[src/oam_defs.svh]
`ifndef OAM_DEFS_SVH
`define OAM_DEFS_SVH
// ---------------------------------------------------------------
// widths and register numbers
// ---------------------------------------------------------------
`define OAM_AW          32
`define OAM_WW          16
`define OAM_RNW         4
`define OAM_FIRST_REG   4'h0
// ---------------------------------------------------------------
// operating modes
// ---------------------------------------------------------------
`define OAM_OP_COMPACT  2'h0
`define OAM_OP_SEGMENT  2'h1
`define OAM_OP_LINEAR   2'h2
// ---------------------------------------------------------------
// addressing mode codes
// ---------------------------------------------------------------
`define OAM_M_REG       4'h0
`define OAM_M_IMM       4'h1
`define OAM_M_IND       4'h2
`define OAM_M_DIR       4'h3
`define OAM_M_IDX       4'h4
`define OAM_M_BASE      4'h5
`define OAM_M_BIDX      4'h6
`define OAM_M_REL       4'h7
`define OAM_M_RIDX      4'h8
// ---------------------------------------------------------------
// instruction classes
// ---------------------------------------------------------------
`define OAM_I_OTHER     3'h0
`define OAM_I_LOAD      3'h1
`define OAM_I_LDA       3'h2
`define OAM_I_CALL      3'h3
`define OAM_I_JUMP      3'h4
`define OAM_I_DECREMENT_JUMP_NONZERO      3'h5
// ---------------------------------------------------------------
// operand spaces
// ---------------------------------------------------------------
`define OAM_S_NONE      3'h0
`define OAM_S_REG       3'h1
`define OAM_S_INSTR     3'h2
`define OAM_S_DATA      3'h3
`define OAM_S_IO        3'h4
// ---------------------------------------------------------------
// pc offset from first word to the word after the displacement
// ---------------------------------------------------------------
`define OAM_PC_AFTER_DISP 32'h00000004
`endif

[src/oam_pkg.sv]
package oam_pkg;
  typedef enum logic [2:0] {
    OAM_IDLE = 3'b001,
    OAM_DONE = 3'b010,
    OAM_FAIL = 3'b100
  } oam_state_t;
endpackage

[src/oam_check.sv]
`include "oam_defs.svh"
// ---------------------------------------------------------------
// legality of a mode/instruction pair in the current operating mode
// ---------------------------------------------------------------
module oam_check
  import oam_pkg::*;
(
  input  wire logic [1:0] op_mode,     // operating mode
  input  wire logic [3:0] addr_mode,   // addressing mode
  input  wire logic [2:0] instr_class, // instruction class
  input  wire logic       io_access,   // opcode asks for io space
  input  wire logic [3:0] reg_a,       // base/address register
  input  wire logic [3:0] reg_x,       // index register
  output logic            legal        // pair is permitted
);
  function automatic logic is_first(input logic [3:0] r);
    return r == `OAM_FIRST_REG;
  endfunction

  function automatic logic load_like(input logic [2:0] c);
    return (c == `OAM_I_LOAD) || (c == `OAM_I_LDA);
  endfunction

  logic compact;
  assign compact = (op_mode == `OAM_OP_COMPACT);

  always_comb
  begin
    legal = 1'b1;
    case (addr_mode)
      `OAM_M_REG, `OAM_M_IMM, `OAM_M_DIR:
        legal = 1'b1;
      `OAM_M_IND:
        legal = !is_first(reg_a);
      `OAM_M_IDX:
        legal = !is_first(reg_x) && (compact || !io_access);
      `OAM_M_BASE:
        legal = !is_first(reg_a) && !io_access && (!compact || load_like(instr_class));
      `OAM_M_BIDX:
        legal = !is_first(reg_a) && !is_first(reg_x) && !io_access
                && (!compact || load_like(instr_class));
      `OAM_M_REL:
        legal = !compact || load_like(instr_class) || instr_class == `OAM_I_CALL
                || instr_class == `OAM_I_JUMP || instr_class == `OAM_I_DECREMENT_JUMP_NONZERO;
      `OAM_M_RIDX:
        legal = !compact;
      default:
        legal = 1'b0;
    endcase
    if (op_mode != `OAM_OP_COMPACT && op_mode != `OAM_OP_SEGMENT && op_mode != `OAM_OP_LINEAR)
      legal = 1'b0;
  end
endmodule

[src/oam_unit.sv]
// Behaviour
// - compact direct: address from instruction, opcode space
// - compact indexed: field plus word index, data
// - compact based: displacement plus word base, data
// - compact based only for load, load-address
// - compact base-indexed: base plus index, data
// - compact base-indexed only load, load-address
// - compact relative: displacement plus pc low word
// - pc is word after displacement word
// - compact relative: load, lda, call, jump, decrement_jump_nonzero
// - no relative-indexed in compact mode
// - register mode: operand in register, sized
// - immediate: operand from instruction stream
// - indirect: register holds address, data or io
// - indirect memory: longword register, not first
// - indirect io: word register, not first
// - compact indirect: word register, not first
// - linear: 32-bit wrapping address arithmetic
`include "oam_defs.svh"
module oam_unit
  import oam_pkg::*;
(
  input  wire logic        clock,       // 100 MHz clock
  input  wire logic        rst,         // async reset, high
  input  wire logic        start,       // decode request pulse
  input  wire logic [1:0]  op_mode,     // compact/segment/linear
  input  wire logic [3:0]  addr_mode,   // addressing mode code
  input  wire logic [2:0]  instr_class, // instruction class
  input  wire logic        io_access,   // opcode selects io space
  input  wire logic [1:0]  size_in,     // operand size from opcode
  input  wire logic [3:0]  reg_a,       // base/address register number
  input  wire logic [3:0]  reg_x,       // index register number
  input  wire logic [31:0] reg_a_val,   // contents of reg_a
  input  wire logic [31:0] reg_x_val,   // contents of reg_x
  input  wire logic        x_long,      // index is a longword
  input  wire logic [31:0] field,       // address or displacement field
  input  wire logic [31:0] pc_first,    // address of first instr word
  input  wire logic [31:0] disp_len,    // bytes from first word past disp
  output logic             done,        // result valid pulse
  output logic             fault,       // illegal combination pulse
  output logic [31:0]      ea,          // effective address
  output logic [2:0]       space,       // operand space
  output logic [1:0]       size_out,    // operand size
  output logic [3:0]       reg_sel      // register for register operand
);
  // ---------------------------------------------------------------
  // address arithmetic
  // ---------------------------------------------------------------
  // compact addresses are one word; the upper half stays zero
  function automatic logic [31:0] add_addr(input logic [1:0] m, input logic [31:0] a,
                                           input logic [31:0] b);
    logic [31:0] s;
    s = a + b;
    if (m == `OAM_OP_COMPACT)
      return {16'h0000, s[15:0]};
    return s;
  endfunction

  logic        legal;
  logic [31:0] next_ea;
  logic [2:0]  next_space;
  logic [31:0] pc_rel;
  logic [31:0] x_ext;
  logic [31:0] a_eff;
  oam_state_t  state;

  oam_check u_check (
    .op_mode     (op_mode),
    .addr_mode   (addr_mode),
    .instr_class (instr_class),
    .io_access   (io_access),
    .reg_a       (reg_a),
    .reg_x       (reg_x),
    .legal       (legal)
  );

  // pc counts from the word after the displacement, not the opcode
  assign pc_rel = pc_first + disp_len;
  assign x_ext  = x_long ? reg_x_val : {{16{reg_x_val[15]}}, reg_x_val[15:0]};
  // compact and io use the word register only
  assign a_eff  = (op_mode == `OAM_OP_COMPACT || io_access)
                  ? {16'h0000, reg_a_val[15:0]} : reg_a_val;

  // ---------------------------------------------------------------
  // mode decode
  // ---------------------------------------------------------------
  always_comb
  begin
    next_ea    = 32'h00000000;
    next_space = `OAM_S_DATA;
    case (addr_mode)
      `OAM_M_REG:
        next_space = `OAM_S_REG;
      `OAM_M_IMM:
      begin
        next_ea    = add_addr(op_mode, pc_first, 32'h00000000);
        next_space = `OAM_S_INSTR;
      end
      `OAM_M_IND:
      begin
        next_ea    = a_eff;
        next_space = io_access ? `OAM_S_IO : `OAM_S_DATA;
      end
      `OAM_M_DIR:
      begin
        next_ea    = add_addr(op_mode, field, 32'h00000000);
        next_space = io_access ? `OAM_S_IO : `OAM_S_DATA;
      end
      `OAM_M_IDX:
        next_ea = add_addr(op_mode, field, x_ext);
      `OAM_M_BASE:
        next_ea = add_addr(op_mode, a_eff, field);
      `OAM_M_BIDX:
        next_ea = add_addr(op_mode, a_eff, x_ext);
      `OAM_M_REL:
      begin
        next_ea    = add_addr(op_mode, pc_rel, field);
        next_space = `OAM_S_INSTR;
      end
      `OAM_M_RIDX:
      begin
        next_ea    = add_addr(op_mode, add_addr(op_mode, pc_rel, field), x_ext);
        next_space = `OAM_S_INSTR;
      end
      default:
        next_space = `OAM_S_NONE;
    endcase
  end

  // ---------------------------------------------------------------
  // result registers
  // ---------------------------------------------------------------
  always_ff @(posedge clock or posedge rst)
  begin
    if (rst)
      state <= OAM_IDLE;
    else if (!start)
      state <= OAM_IDLE;
    else if (legal)
      state <= OAM_DONE;
    else
      state <= OAM_FAIL;
  end

  always_ff @(posedge clock or posedge rst)
  begin
    if (rst)
    begin
      ea       <= 32'h00000000;
      space    <= `OAM_S_NONE;
      size_out <= 2'h0;
      reg_sel  <= 4'h0;
    end
    else if (start)
    begin
      ea       <= legal ? next_ea : 32'h00000000;
      space    <= legal ? next_space : `OAM_S_NONE;
      size_out <= size_in;
      reg_sel  <= reg_a;
    end
  end

  // ---------------------------------------------------------------
  // answer strobes
  // ---------------------------------------------------------------
  always_comb
  begin
    done  = 1'b0;
    fault = 1'b0;
    case (state)
      OAM_DONE:
        done = 1'b1;
      OAM_FAIL:
        fault = 1'b1;
      default:
      begin
        done  = 1'b0;
        fault = 1'b0;
      end
    endcase
  end

  // ---------------------------------------------------------------
  // checks
  // ---------------------------------------------------------------
  AST_DIRECT: assert property (@(posedge clock) disable iff (rst)
    start && legal && addr_mode == `OAM_M_DIR && op_mode == `OAM_OP_COMPACT
    |=> done && ea == {16'h0000, $past(field[15:0])} && space == ($past(io_access) ? `OAM_S_IO : `OAM_S_DATA))
    else $error("direct address wrong");
  AST_INDEX: assert property (@(posedge clock) disable iff (rst)
    start && legal && addr_mode == `OAM_M_IDX && op_mode == `OAM_OP_COMPACT
    |=> ea[15:0] == 16'($past(field[15:0]) + $past(reg_x_val[15:0])) && space == `OAM_S_DATA)
    else $error("indexed address wrong");
  AST_BASE: assert property (@(posedge clock) disable iff (rst)
    start && legal && addr_mode == `OAM_M_BASE && op_mode == `OAM_OP_COMPACT
    |=> ea[15:0] == 16'($past(reg_a_val[15:0]) + $past(field[15:0])))
    else $error("based address wrong");
  AST_BASE_LOAD: assert property (@(posedge clock) disable iff (rst)
    start && op_mode == `OAM_OP_COMPACT && addr_mode == `OAM_M_BASE
    && instr_class != `OAM_I_LOAD && instr_class != `OAM_I_LDA |=> fault && !done)
    else $error("based mode accepted");
  AST_BIDX: assert property (@(posedge clock) disable iff (rst)
    start && (reg_a == 4'h0 || reg_x == 4'h0) && addr_mode == `OAM_M_BIDX |=> fault)
    else $error("base-indexed first register accepted");
  AST_BIDX_LOAD: assert property (@(posedge clock) disable iff (rst)
    start && op_mode == `OAM_OP_COMPACT && addr_mode == `OAM_M_BIDX && instr_class == `OAM_I_JUMP |=> fault)
    else $error("base-indexed jump accepted");
  AST_REL: assert property (@(posedge clock) disable iff (rst)
    start && legal && addr_mode == `OAM_M_REL && op_mode == `OAM_OP_COMPACT
    |=> ea[15:0] == 16'($past(pc_first[15:0]) + $past(disp_len[15:0]) + $past(field[15:0]))
    && space == `OAM_S_INSTR)
    else $error("relative address wrong");
  AST_REL_CLASS: assert property (@(posedge clock) disable iff (rst)
    start && op_mode == `OAM_OP_COMPACT && addr_mode == `OAM_M_REL && instr_class == `OAM_I_OTHER |=> fault)
    else $error("relative other accepted");
  AST_RIDX: assert property (@(posedge clock) disable iff (rst)
    start && op_mode == `OAM_OP_COMPACT && addr_mode == `OAM_M_RIDX |=> fault && space == `OAM_S_NONE)
    else $error("relative-indexed in compact");
  AST_REG: assert property (@(posedge clock) disable iff (rst)
    start && legal && addr_mode == `OAM_M_REG |=> space == `OAM_S_REG && size_out == $past(size_in))
    else $error("register operand wrong");
  AST_IND: assert property (@(posedge clock) disable iff (rst)
    start && legal && addr_mode == `OAM_M_IND && op_mode == `OAM_OP_LINEAR && !io_access
    |=> ea == $past(reg_a_val) && space == `OAM_S_DATA)
    else $error("indirect memory wrong");
  AST_IND_FIRST: assert property (@(posedge clock) disable iff (rst)
    start && addr_mode == `OAM_M_IND && reg_a == 4'h0 |=> fault ##1 !fault || $past(start))
    else $error("indirect first register accepted");
  AST_WRAP: assert property (@(posedge clock) disable iff (rst)
    start && legal && addr_mode == `OAM_M_IDX && op_mode == `OAM_OP_LINEAR && x_long
    |=> ea == 32'($past(field) + $past(reg_x_val)))
    else $error("linear wrap wrong");

  // ---------------------------------------------------------------
  // compact results, first-register refusals in any mode
  // ---------------------------------------------------------------
  AST_IND_CMP: assert property (@(posedge clock) disable iff (rst)
    start && legal && addr_mode == `OAM_M_IND && op_mode == `OAM_OP_COMPACT
    |=> ea == {16'h0000, $past(reg_a_val[15:0])} && space == ($past(io_access) ? `OAM_S_IO : `OAM_S_DATA))
    else $error("compact indirect wrong");
  AST_BIDX_ADDR: assert property (@(posedge clock) disable iff (rst)
    start && legal && addr_mode == `OAM_M_BIDX && op_mode == `OAM_OP_COMPACT
    |=> ea[15:0] == 16'($past(reg_a_val[15:0]) + $past(reg_x_val[15:0])) && space == `OAM_S_DATA)
    else $error("base-indexed address wrong");
  AST_CMP_UPPER: assert property (@(posedge clock) disable iff (rst)
    start && legal && op_mode == `OAM_OP_COMPACT |=> ea[31:16] == 16'h0000)
    else $error("compact address has upper half");
  AST_BASE_FIRST: assert property (@(posedge clock) disable iff (rst)
    start && addr_mode == `OAM_M_BASE && reg_a == 4'h0 |=> fault)
    else $error("based first register accepted");
  AST_IDX_FIRST: assert property (@(posedge clock) disable iff (rst)
    start && addr_mode == `OAM_M_IDX && reg_x == 4'h0 |=> fault)
    else $error("indexed first register accepted");
  AST_REL_OK: assert property (@(posedge clock) disable iff (rst)
    start && op_mode == `OAM_OP_COMPACT && addr_mode == `OAM_M_REL
    && instr_class inside {`OAM_I_LOAD, `OAM_I_LDA, `OAM_I_CALL, `OAM_I_JUMP, `OAM_I_DECREMENT_JUMP_NONZERO} |=> done)
    else $error("relative class refused");

  // ---------------------------------------------------------------
  // segmented and linear results, register number in any mode
  // ---------------------------------------------------------------
  AST_IMM: assert property (@(posedge clock) disable iff (rst)
    start && legal && addr_mode == `OAM_M_IMM && op_mode == `OAM_OP_LINEAR
    |=> ea == $past(pc_first) && space == `OAM_S_INSTR)
    else $error("immediate operand wrong");
  AST_SEG_IND: assert property (@(posedge clock) disable iff (rst)
    start && legal && addr_mode == `OAM_M_IND && op_mode == `OAM_OP_SEGMENT && !io_access
    |=> ea == $past(reg_a_val) && space == `OAM_S_DATA)
    else $error("segmented indirect wrong");
  AST_IND_IO: assert property (@(posedge clock) disable iff (rst)
    start && legal && addr_mode == `OAM_M_IND && op_mode != `OAM_OP_COMPACT && io_access
    |=> ea == {16'h0000, $past(reg_a_val[15:0])} && space == `OAM_S_IO)
    else $error("indirect io wrong");
  AST_LIN_BASE: assert property (@(posedge clock) disable iff (rst)
    start && legal && addr_mode == `OAM_M_BASE && op_mode == `OAM_OP_LINEAR
    |=> ea == 32'($past(reg_a_val) + $past(field)) && space == `OAM_S_DATA)
    else $error("linear based wrong");
  AST_RIDX_LIN: assert property (@(posedge clock) disable iff (rst)
    start && legal && addr_mode == `OAM_M_RIDX && op_mode == `OAM_OP_LINEAR && !x_long
    |=> ea == 32'($past(pc_first) + $past(disp_len) + $past(field)
                  + {{16{$past(reg_x_val[15])}}, $past(reg_x_val[15:0])})
    && space == `OAM_S_INSTR)
    else $error("linear relative-indexed wrong");
  AST_REG_SEL: assert property (@(posedge clock) disable iff (rst)
    start && legal && addr_mode == `OAM_M_REG |=> reg_sel == $past(reg_a))
    else $error("register operand number wrong");

  // ---------------------------------------------------------------
  // answer strobes, refusals and result hold
  // ---------------------------------------------------------------
  AST_ANSWER: assert property (@(posedge clock) disable iff (rst)
    start |=> done != fault)
    else $error("not exactly one answer");
  AST_IDLE: assert property (@(posedge clock) disable iff (rst)
    !start |=> !done && !fault)
    else $error("answer without request");
  AST_REFUSE_CLR: assert property (@(posedge clock) disable iff (rst)
    start && !legal |=> fault && ea == 32'h00000000 && space == `OAM_S_NONE)
    else $error("refusal left a result");
  AST_ILLEGAL_OP: assert property (@(posedge clock) disable iff (rst)
    start && op_mode == 2'h3 |=> fault)
    else $error("undefined operating mode accepted");
  AST_HOLD: assert property (@(posedge clock) disable iff (rst)
    !start |=> $stable(ea) && $stable(space) && $stable(size_out) && $stable(reg_sel))
    else $error("result changed without request");
endmodule

[config.mk]
export PLATFORM = sky130hd
export DESIGN_NAME = oam_unit
export DESIGN_NICKNAME = d
export VERILOG_FILES = /design/src/oam_pkg.sv /design/src/oam_check.sv /design/src/oam_unit.sv
export VERILOG_INCLUDE_DIRS = /design/src /design/src/src
export SDC_FILE = /design/constraint.sdc
export NUM_CORES = 1
export LEC_CHECK = 0
export BUFFER_PORTS_ARGS = -buffer_cell sky130_fd_sc_hd__buf_2
export CAP_MARGIN = 15
export CORE_MARGIN = 3
export CORE_UTILIZATION = 48
export CTS_BUF_LIST = sky130_fd_sc_hd__clkbuf_16
export DETAILED_ROUTE_END_ITERATION = 6
export GPL_ROUTABILITY_DRIVEN = 0
export GPL_TIMING_DRIVEN = 0
export PLACE_DENSITY = 0.8
export SETUP_SLACK_MARGIN = 0.02
export SKIP_CTS_REPAIR_TIMING = 1
export SLEW_MARGIN = 20
export SYNTH_ARGS = -nofsm -noshare
export SYNTH_HDL_FRONTEND = slang
export SYNTH_SLANG_ARGS = --single-unit
[constraint.sdc]
create_clock -name clock -period 1.39 [get_ports clock]
set_input_delay 0.0695 -clock clock [delete_from_list [all_inputs] [get_ports clock]]
set_output_delay 0.0695 -clock clock [all_outputs]
set_load 0.01 [all_outputs]
* Yosys cells after proc, flatten, opt, wreduce, memory -nomap -nowiden
Cells that the tools add are included.
** Storage, ports and cells
- Register bits :: 44
- Output and inout bits :: 43
** Operators by class
- Add/sub/neg operators :: 6
- Eq/ne operators :: 17
- Multiplexer cells :: 37
- Reduce and logical (&&, ||, !) cells :: 28
** Operators with widths (number)
- 32-bit 2-to-1 mux :: 19
- 32-bit one-hot mux with 8 select lines :: 1
- 32-bit adder :: 6
- 4-bit by 3-bit == test with 1-bit output (second input constant) :: 4
- 4-bit zero test :: 3
- 3-bit 2-to-1 mux :: 4
- 3-bit one-hot mux with 4 select lines :: 1
- 1-bit 2-to-1 mux :: 11
- 3-bit by 2-bit == test with 1-bit output (second input constant) :: 3
- 3-bit == test (second input constant) :: 3
- 3-bit OR reduction :: 3
- 4-bit by 2-bit == test with 1-bit output (second input constant) :: 2
- 1-bit logical AND :: 8
- 1-bit logical OR :: 7
- 1-bit one-hot mux with 7 select lines :: 1
- 4-bit by 1-bit == test with 1-bit output (second input constant) :: 1
- 4-bit == test (second input constant) :: 1
- 1-bit zero test :: 4
- 3-bit by 1-bit == test with 1-bit output (second input constant) :: 1
- 2-bit zero test :: 1
- 2-bit by 1-bit inequality test with 1-bit output (second input constant) :: 1
- 2-bit inequality test (second input constant) :: 1
- 2-bit nonzero test :: 1
- 2-bit OR reduction :: 1

* Depth between registers and ports, before layout
- Depth in word-level cells :: 10
- Mapped depth :: 24
- Depth with buffers taken out :: 23

* Modules after synthesis
From an unflattened synthesis, not the netlist that was laid out.
** Unflattened totals
- Cells, all modules :: 1632
- Area, all modules :: 12518.3 sq um
** By module, submodules not included
- oam_unit :: instances 1, cells an instance 1608, area an instance 12366.9 sq um, sequential area each 1102.3 sq um
- oam_check :: instances 1, cells an instance 24, area an instance 151.4 sq um, sequential area each 0.0 sq um

* Worst setup path before layout
Ideal clock, no wire load.
- Path kind :: input -> register
- Start :: in field[13]
- End :: reg ea[29]
- Library setup time :: 0.140 ns
- Data arrival time :: 4.555 ns
- Data required time :: 1.250 ns
- Setup slack :: -3.304 ns
- Cell stages on the path :: 22
- Buffers on the path :: 1
- Path through :: fa_1 > ha_1 > buf_6 > a2111oi_1 > a221o_1 > nand3_2 > a31oi_1 > a21boi_0 > o21a_1 > nor2_1 > xor2_1 > nor2_1 > ha_1 > nand2_1 > nor2_1 > nor4b_1 > nor3_1 > and3_1 > or3_1 > o221ai_1 > mux2i_1 > nand3_1
** Between the ends
- Cells in the longest elaborated chain, start to end :: 8
- Elaborated cells between the ends (all ways) :: 13
- Those cells by class :: 4 x add/sub; 9 x mux
** RTL lines
- start: declaration :: line oam_unit.sv:36 : input wire logic [31:0] field,
- 32-bit adder :: line oam_unit.sv:53 : s = a + b;
- 32-bit 2-to-1 mux :: line oam_unit.sv:54 : if (m == `OAM_OP_COMPACT)
- 32-bit 2-to-1 mux :: line oam_unit.sv:56 : return s;
- 32-bit 2-to-1 mux :: line oam_unit.sv:91 : case (addr_mode)
- 32-bit adder :: line oam_unit.sv:53
- 32-bit 2-to-1 mux :: line oam_unit.sv:56
- 32-bit one-hot mux with 8 select lines (*) :: line oam_unit.sv:91
- 32-bit 2-to-1 mux (*) :: line oam_unit.sv:156 : ea <= legal ? next_ea : 32'h00000000;
- end signal: assignment :: line oam_unit.sv:156
- end: declaration :: line oam_unit.sv:41 : output logic [31:0] ea,
Mark *: on every way between the ends. The rest lies on a longest branch, timed or not. The select of a mux whose other input is x is not followed.
A chain may end at the register's enable or synchronous reset.

* Worst setup path in the final report
- Start :: in field[10]
- End :: reg ea[29]
The elaborated chain is that of the path after synthesis.

==> impl_metrics.yaml <==
clock_network:
  cts.path.max_buffers: 2
  numCtsBuffers: 5
  ctsHtreeMaxLevel: 2
  clkSinkCount: 44
  clk_pin_slew_worst_paths_ps: 70
  root_buffer: "clkbuf_16"
  clkLatencyLatePin_ps: 300
  cts_tree: "built"
synthesis:
  ys_seq_area_frac: 0.08909
  synth_fp_nets: 1998
  ys_ff_latch: 44
  synth_edf_count: 0
  synth_area_per_cell_sq_um: 7.619
  yosys.area.top_type: "ha_1"
  synth_cell_type_count: 92
  synth_flop_cell: "dfrtp_1"
  synthTopCellsByArea: "ha_1, dfrtp_1, a21oi_1"
  synth.top_cell.area_share: 0.1557
  synthCells: 1624
  syn_area_sq_mm: 0.01237
  async_reset_ff_frac: 1.000
  yosysWarnings: 0
grt:
  antenna_found_initial: 0
  grt_usage: 0.3430
  grt_pass1_vias: 14172
  grt_max_degree: 26
  grt_pass1_wl_um: 76630
  grt-ovfl-total: 0
detailed_routing:
  drt_pre_antenna_iters: 7
  drc: 1
  wl_per_cell_um: 24.43
  drtAntennaViolNets: 0
  drt_iter0_drc: 2444
  highest_layer: "met4"
  num_vias: 15816
  m1WireLength_um: 19960
  met3_length_um: 7553
  avgViaCountPerCell: 7.023
  route.met2.wl_um: 23640
  wl_um: 55020
layout:
  multi_input_comb_area_sq_mm: 0.01199
  utilization: 0.6331
  insertedDiodeCount: 0
  fill_cells: 2093
  nNetsFinal: 2295
  area_growth_syn_to_layout_pct: 29.21
  instances_no_fill: 2252
  drive_gt1_frac: 0.2815
  fin_area_sq_mm: 0.01599
  seq_area_sq_mm: 0.001102
sta:
  drv_slew: 0
  setup_viol: 36
  maxSlewHeadroom: 0.2241
  fin_skew_ps: 0
  finalCriticalPeriod_ps: 4801
  period_share: 3.454
  worst_pin_slew_ps: 1164
  finalHoldViolCount: 0
  rsz0062_at_grt: "true"
  setup_ws_ps: -3411
  fmax_mhz: 208.3
worst_setup_path:
  critPathSlowestCell: "fa_1"
  worst-path-max-fanout: 7
  path_buf_inv: 3
  cp_slowest_stage_delay_ps: 480
  cp-end-kind: "flip-flop"
  arrival_ps: 4970
  worst_setup_path_start_kind: "input port"
  crit_required_ps: 1560
  cp_cell_sequence: "buf_2 -> fa_1 -> ha_1 -> buf_6 -> nand4_1 -> nor4_2 -> a22oi_2 -> nand3_4 -> a31oi_4 -> a21boi_2 -> o21a_1 -> nor2_2 -> xor2_1 -> nor2_2 -> ha_4 -> nand2_4 -> buf_4 -> nor3_1 -> nor3_1 -> and3_4 -> or3_4 -> o221ai_4 -> mux2i_4 -> nand3_1"
  worstSetupPathType: "in -> reg"
  crit_family: "simple AND/OR/NAND/NOR gates"
flow_run:
  drv_cap: 0
floorplan:
  ios: 227
  core_area_sq_mm: 0.02525
  die_x_um: 166.6
  num_rows: 58
  fp.dieH_um: 166.6
  dieArea_sq_mm: 0.02774
  initial_utilization: 0.4899
placement:
  port_buffers: 223
  place_hpwl_um: 41560
  placed_cells: 2179
  dpl_cell_area_sq_mm: 0.01418
pwr:
  ir_worst_vdd_v: 0.0006326
  power_density_mw_per_mm2: 1029
  p_leak_nw: 7.140
status:
  violations: "DRC, setup timing"
  status: "complete, but fails checks"
hold_path:
  hold_class: "in -> reg"
==> synthesized netlist by cell type (all sizes together) (20+ instances only) <==
cell type,instances
a21oi,176
ha,154
nand2,126
nor2,118
o21ai,98
xnor2,84
clkbuf,53
a21o,50
xor2,50
inv,47
nor3,46
dfrtp,43
nand3,42
fa,36
a22oi,31
and3,31
a211oi,30
nand2b,29
a31oi,24
mux2,21
o21bai,20
==> path summary, 6_finish.rpt <==
check,end,cells after the start,slack (ps),start
setup reg to reg,ea[21]$_DFFE_PP0P_,7,-550,ea[21]$_DFFE_PP0P_
max in group asynchronous,ea[13]$_DFFE_PP0P_,4,510,rst
min in group asynchronous,ea[28]$_DFFE_PP0P_,3,350,rst
setup / recovery,ea[29]$_DFFE_PP0P_,24,-3410,field[10]
hold reg to reg,size_out[1]$_DFFE_PP0P_,1,500,size_out[1]$_DFFE_PP0P_
hold / removal,size_out[1]$_DFFE_PP0P_,2,20,size_in[1]
==> stage by stage <==
step	setup TNS [ps]	hold WS, ps	worst slack, ps	power [mW]
floorplan	-67270	221.2	-2923	8.964
global placement	-115070	320.9	-4049	11.17
detailed placement	-100410	115.4	-4139	11.50
CTS	-89240	-196.7	-3825	12.98
global route	-81920	34.86	-3549	17.24
finish	-77260	20.69	-3411	16.45
==> registers in the layout, indices dropped and copies added, names as in the netlist <==
register / flops
space: 3
reg_sel: 4
ea: 32
size_out: 2
state: 3
==> cell usage in the layout (no fill, tap or decap), types with 29 or more instances in the layout <==
| master | n |
|---|---|
| buf_4 | 58 |
| nor2_1 | 103 |
| o21ai_0 | 64 |
| fa_1 | 32 |
| a21oi_1 | 152 |
| a22oi_1 | 30 |
| ha_1 | 141 |
| dfrtp_1 | 43 |
| inv_1 | 46 |
| and3_1 | 29 |
| xor2_1 | 46 |
| nand2_1 | 116 |
| a21o_1 | 49 |
| nor3_1 | 40 |
| xnor2_1 | 72 |
| buf_2 | 221 |
| nand3_1 | 39 |
==> where the power goes <==
group / total (mW) / leakage, nW / switching [mW] / internal (mW)
Sequential: 1.36 / 0.593 / 0.0328 / 1.33
Combinational: 13.6 / 6.47 / 7.81 / 5.82
Clock: 1.47 / 0.0804 / 0.611 / 0.857
Total: 16.5 / 7.14 / 8.45 / 8.00
==> layer usage <==
metal / vias up / global-route usage
met4: 0 / 0.1707
met5: - / 0
met2: 1303 / 0.5305
met1: 7344 / 0.4453
met3: 358 / 0.08687
li1: 6811 / -
==> final cells by class <==
cell class	instances	share of cell area
clock buffers	5	0.007826
repair buffers	293	0.1103
inverters	47	0.01103
multi-input cells	1470	0.7496
clock inverters	3	0.002896
plain buffers	60	0.02356
well taps	330	0.02583
flip-flops and latches	44	0.06895
==> kinds of logic (layout without fill, tap and decap cells) <==
group,Yosys count,in the layout,share of synthesized area
simple gates,488,488,0.1963
flops,44,44,0.08909
buf+inv,110,408,0.03468
mux,29,29,0.02558
compound gates,628,628,0.3431
xor+xnor,135,135,0.09728
fa+ha+maj,190,190,0.2140
(Power assumes the default switching activity.)
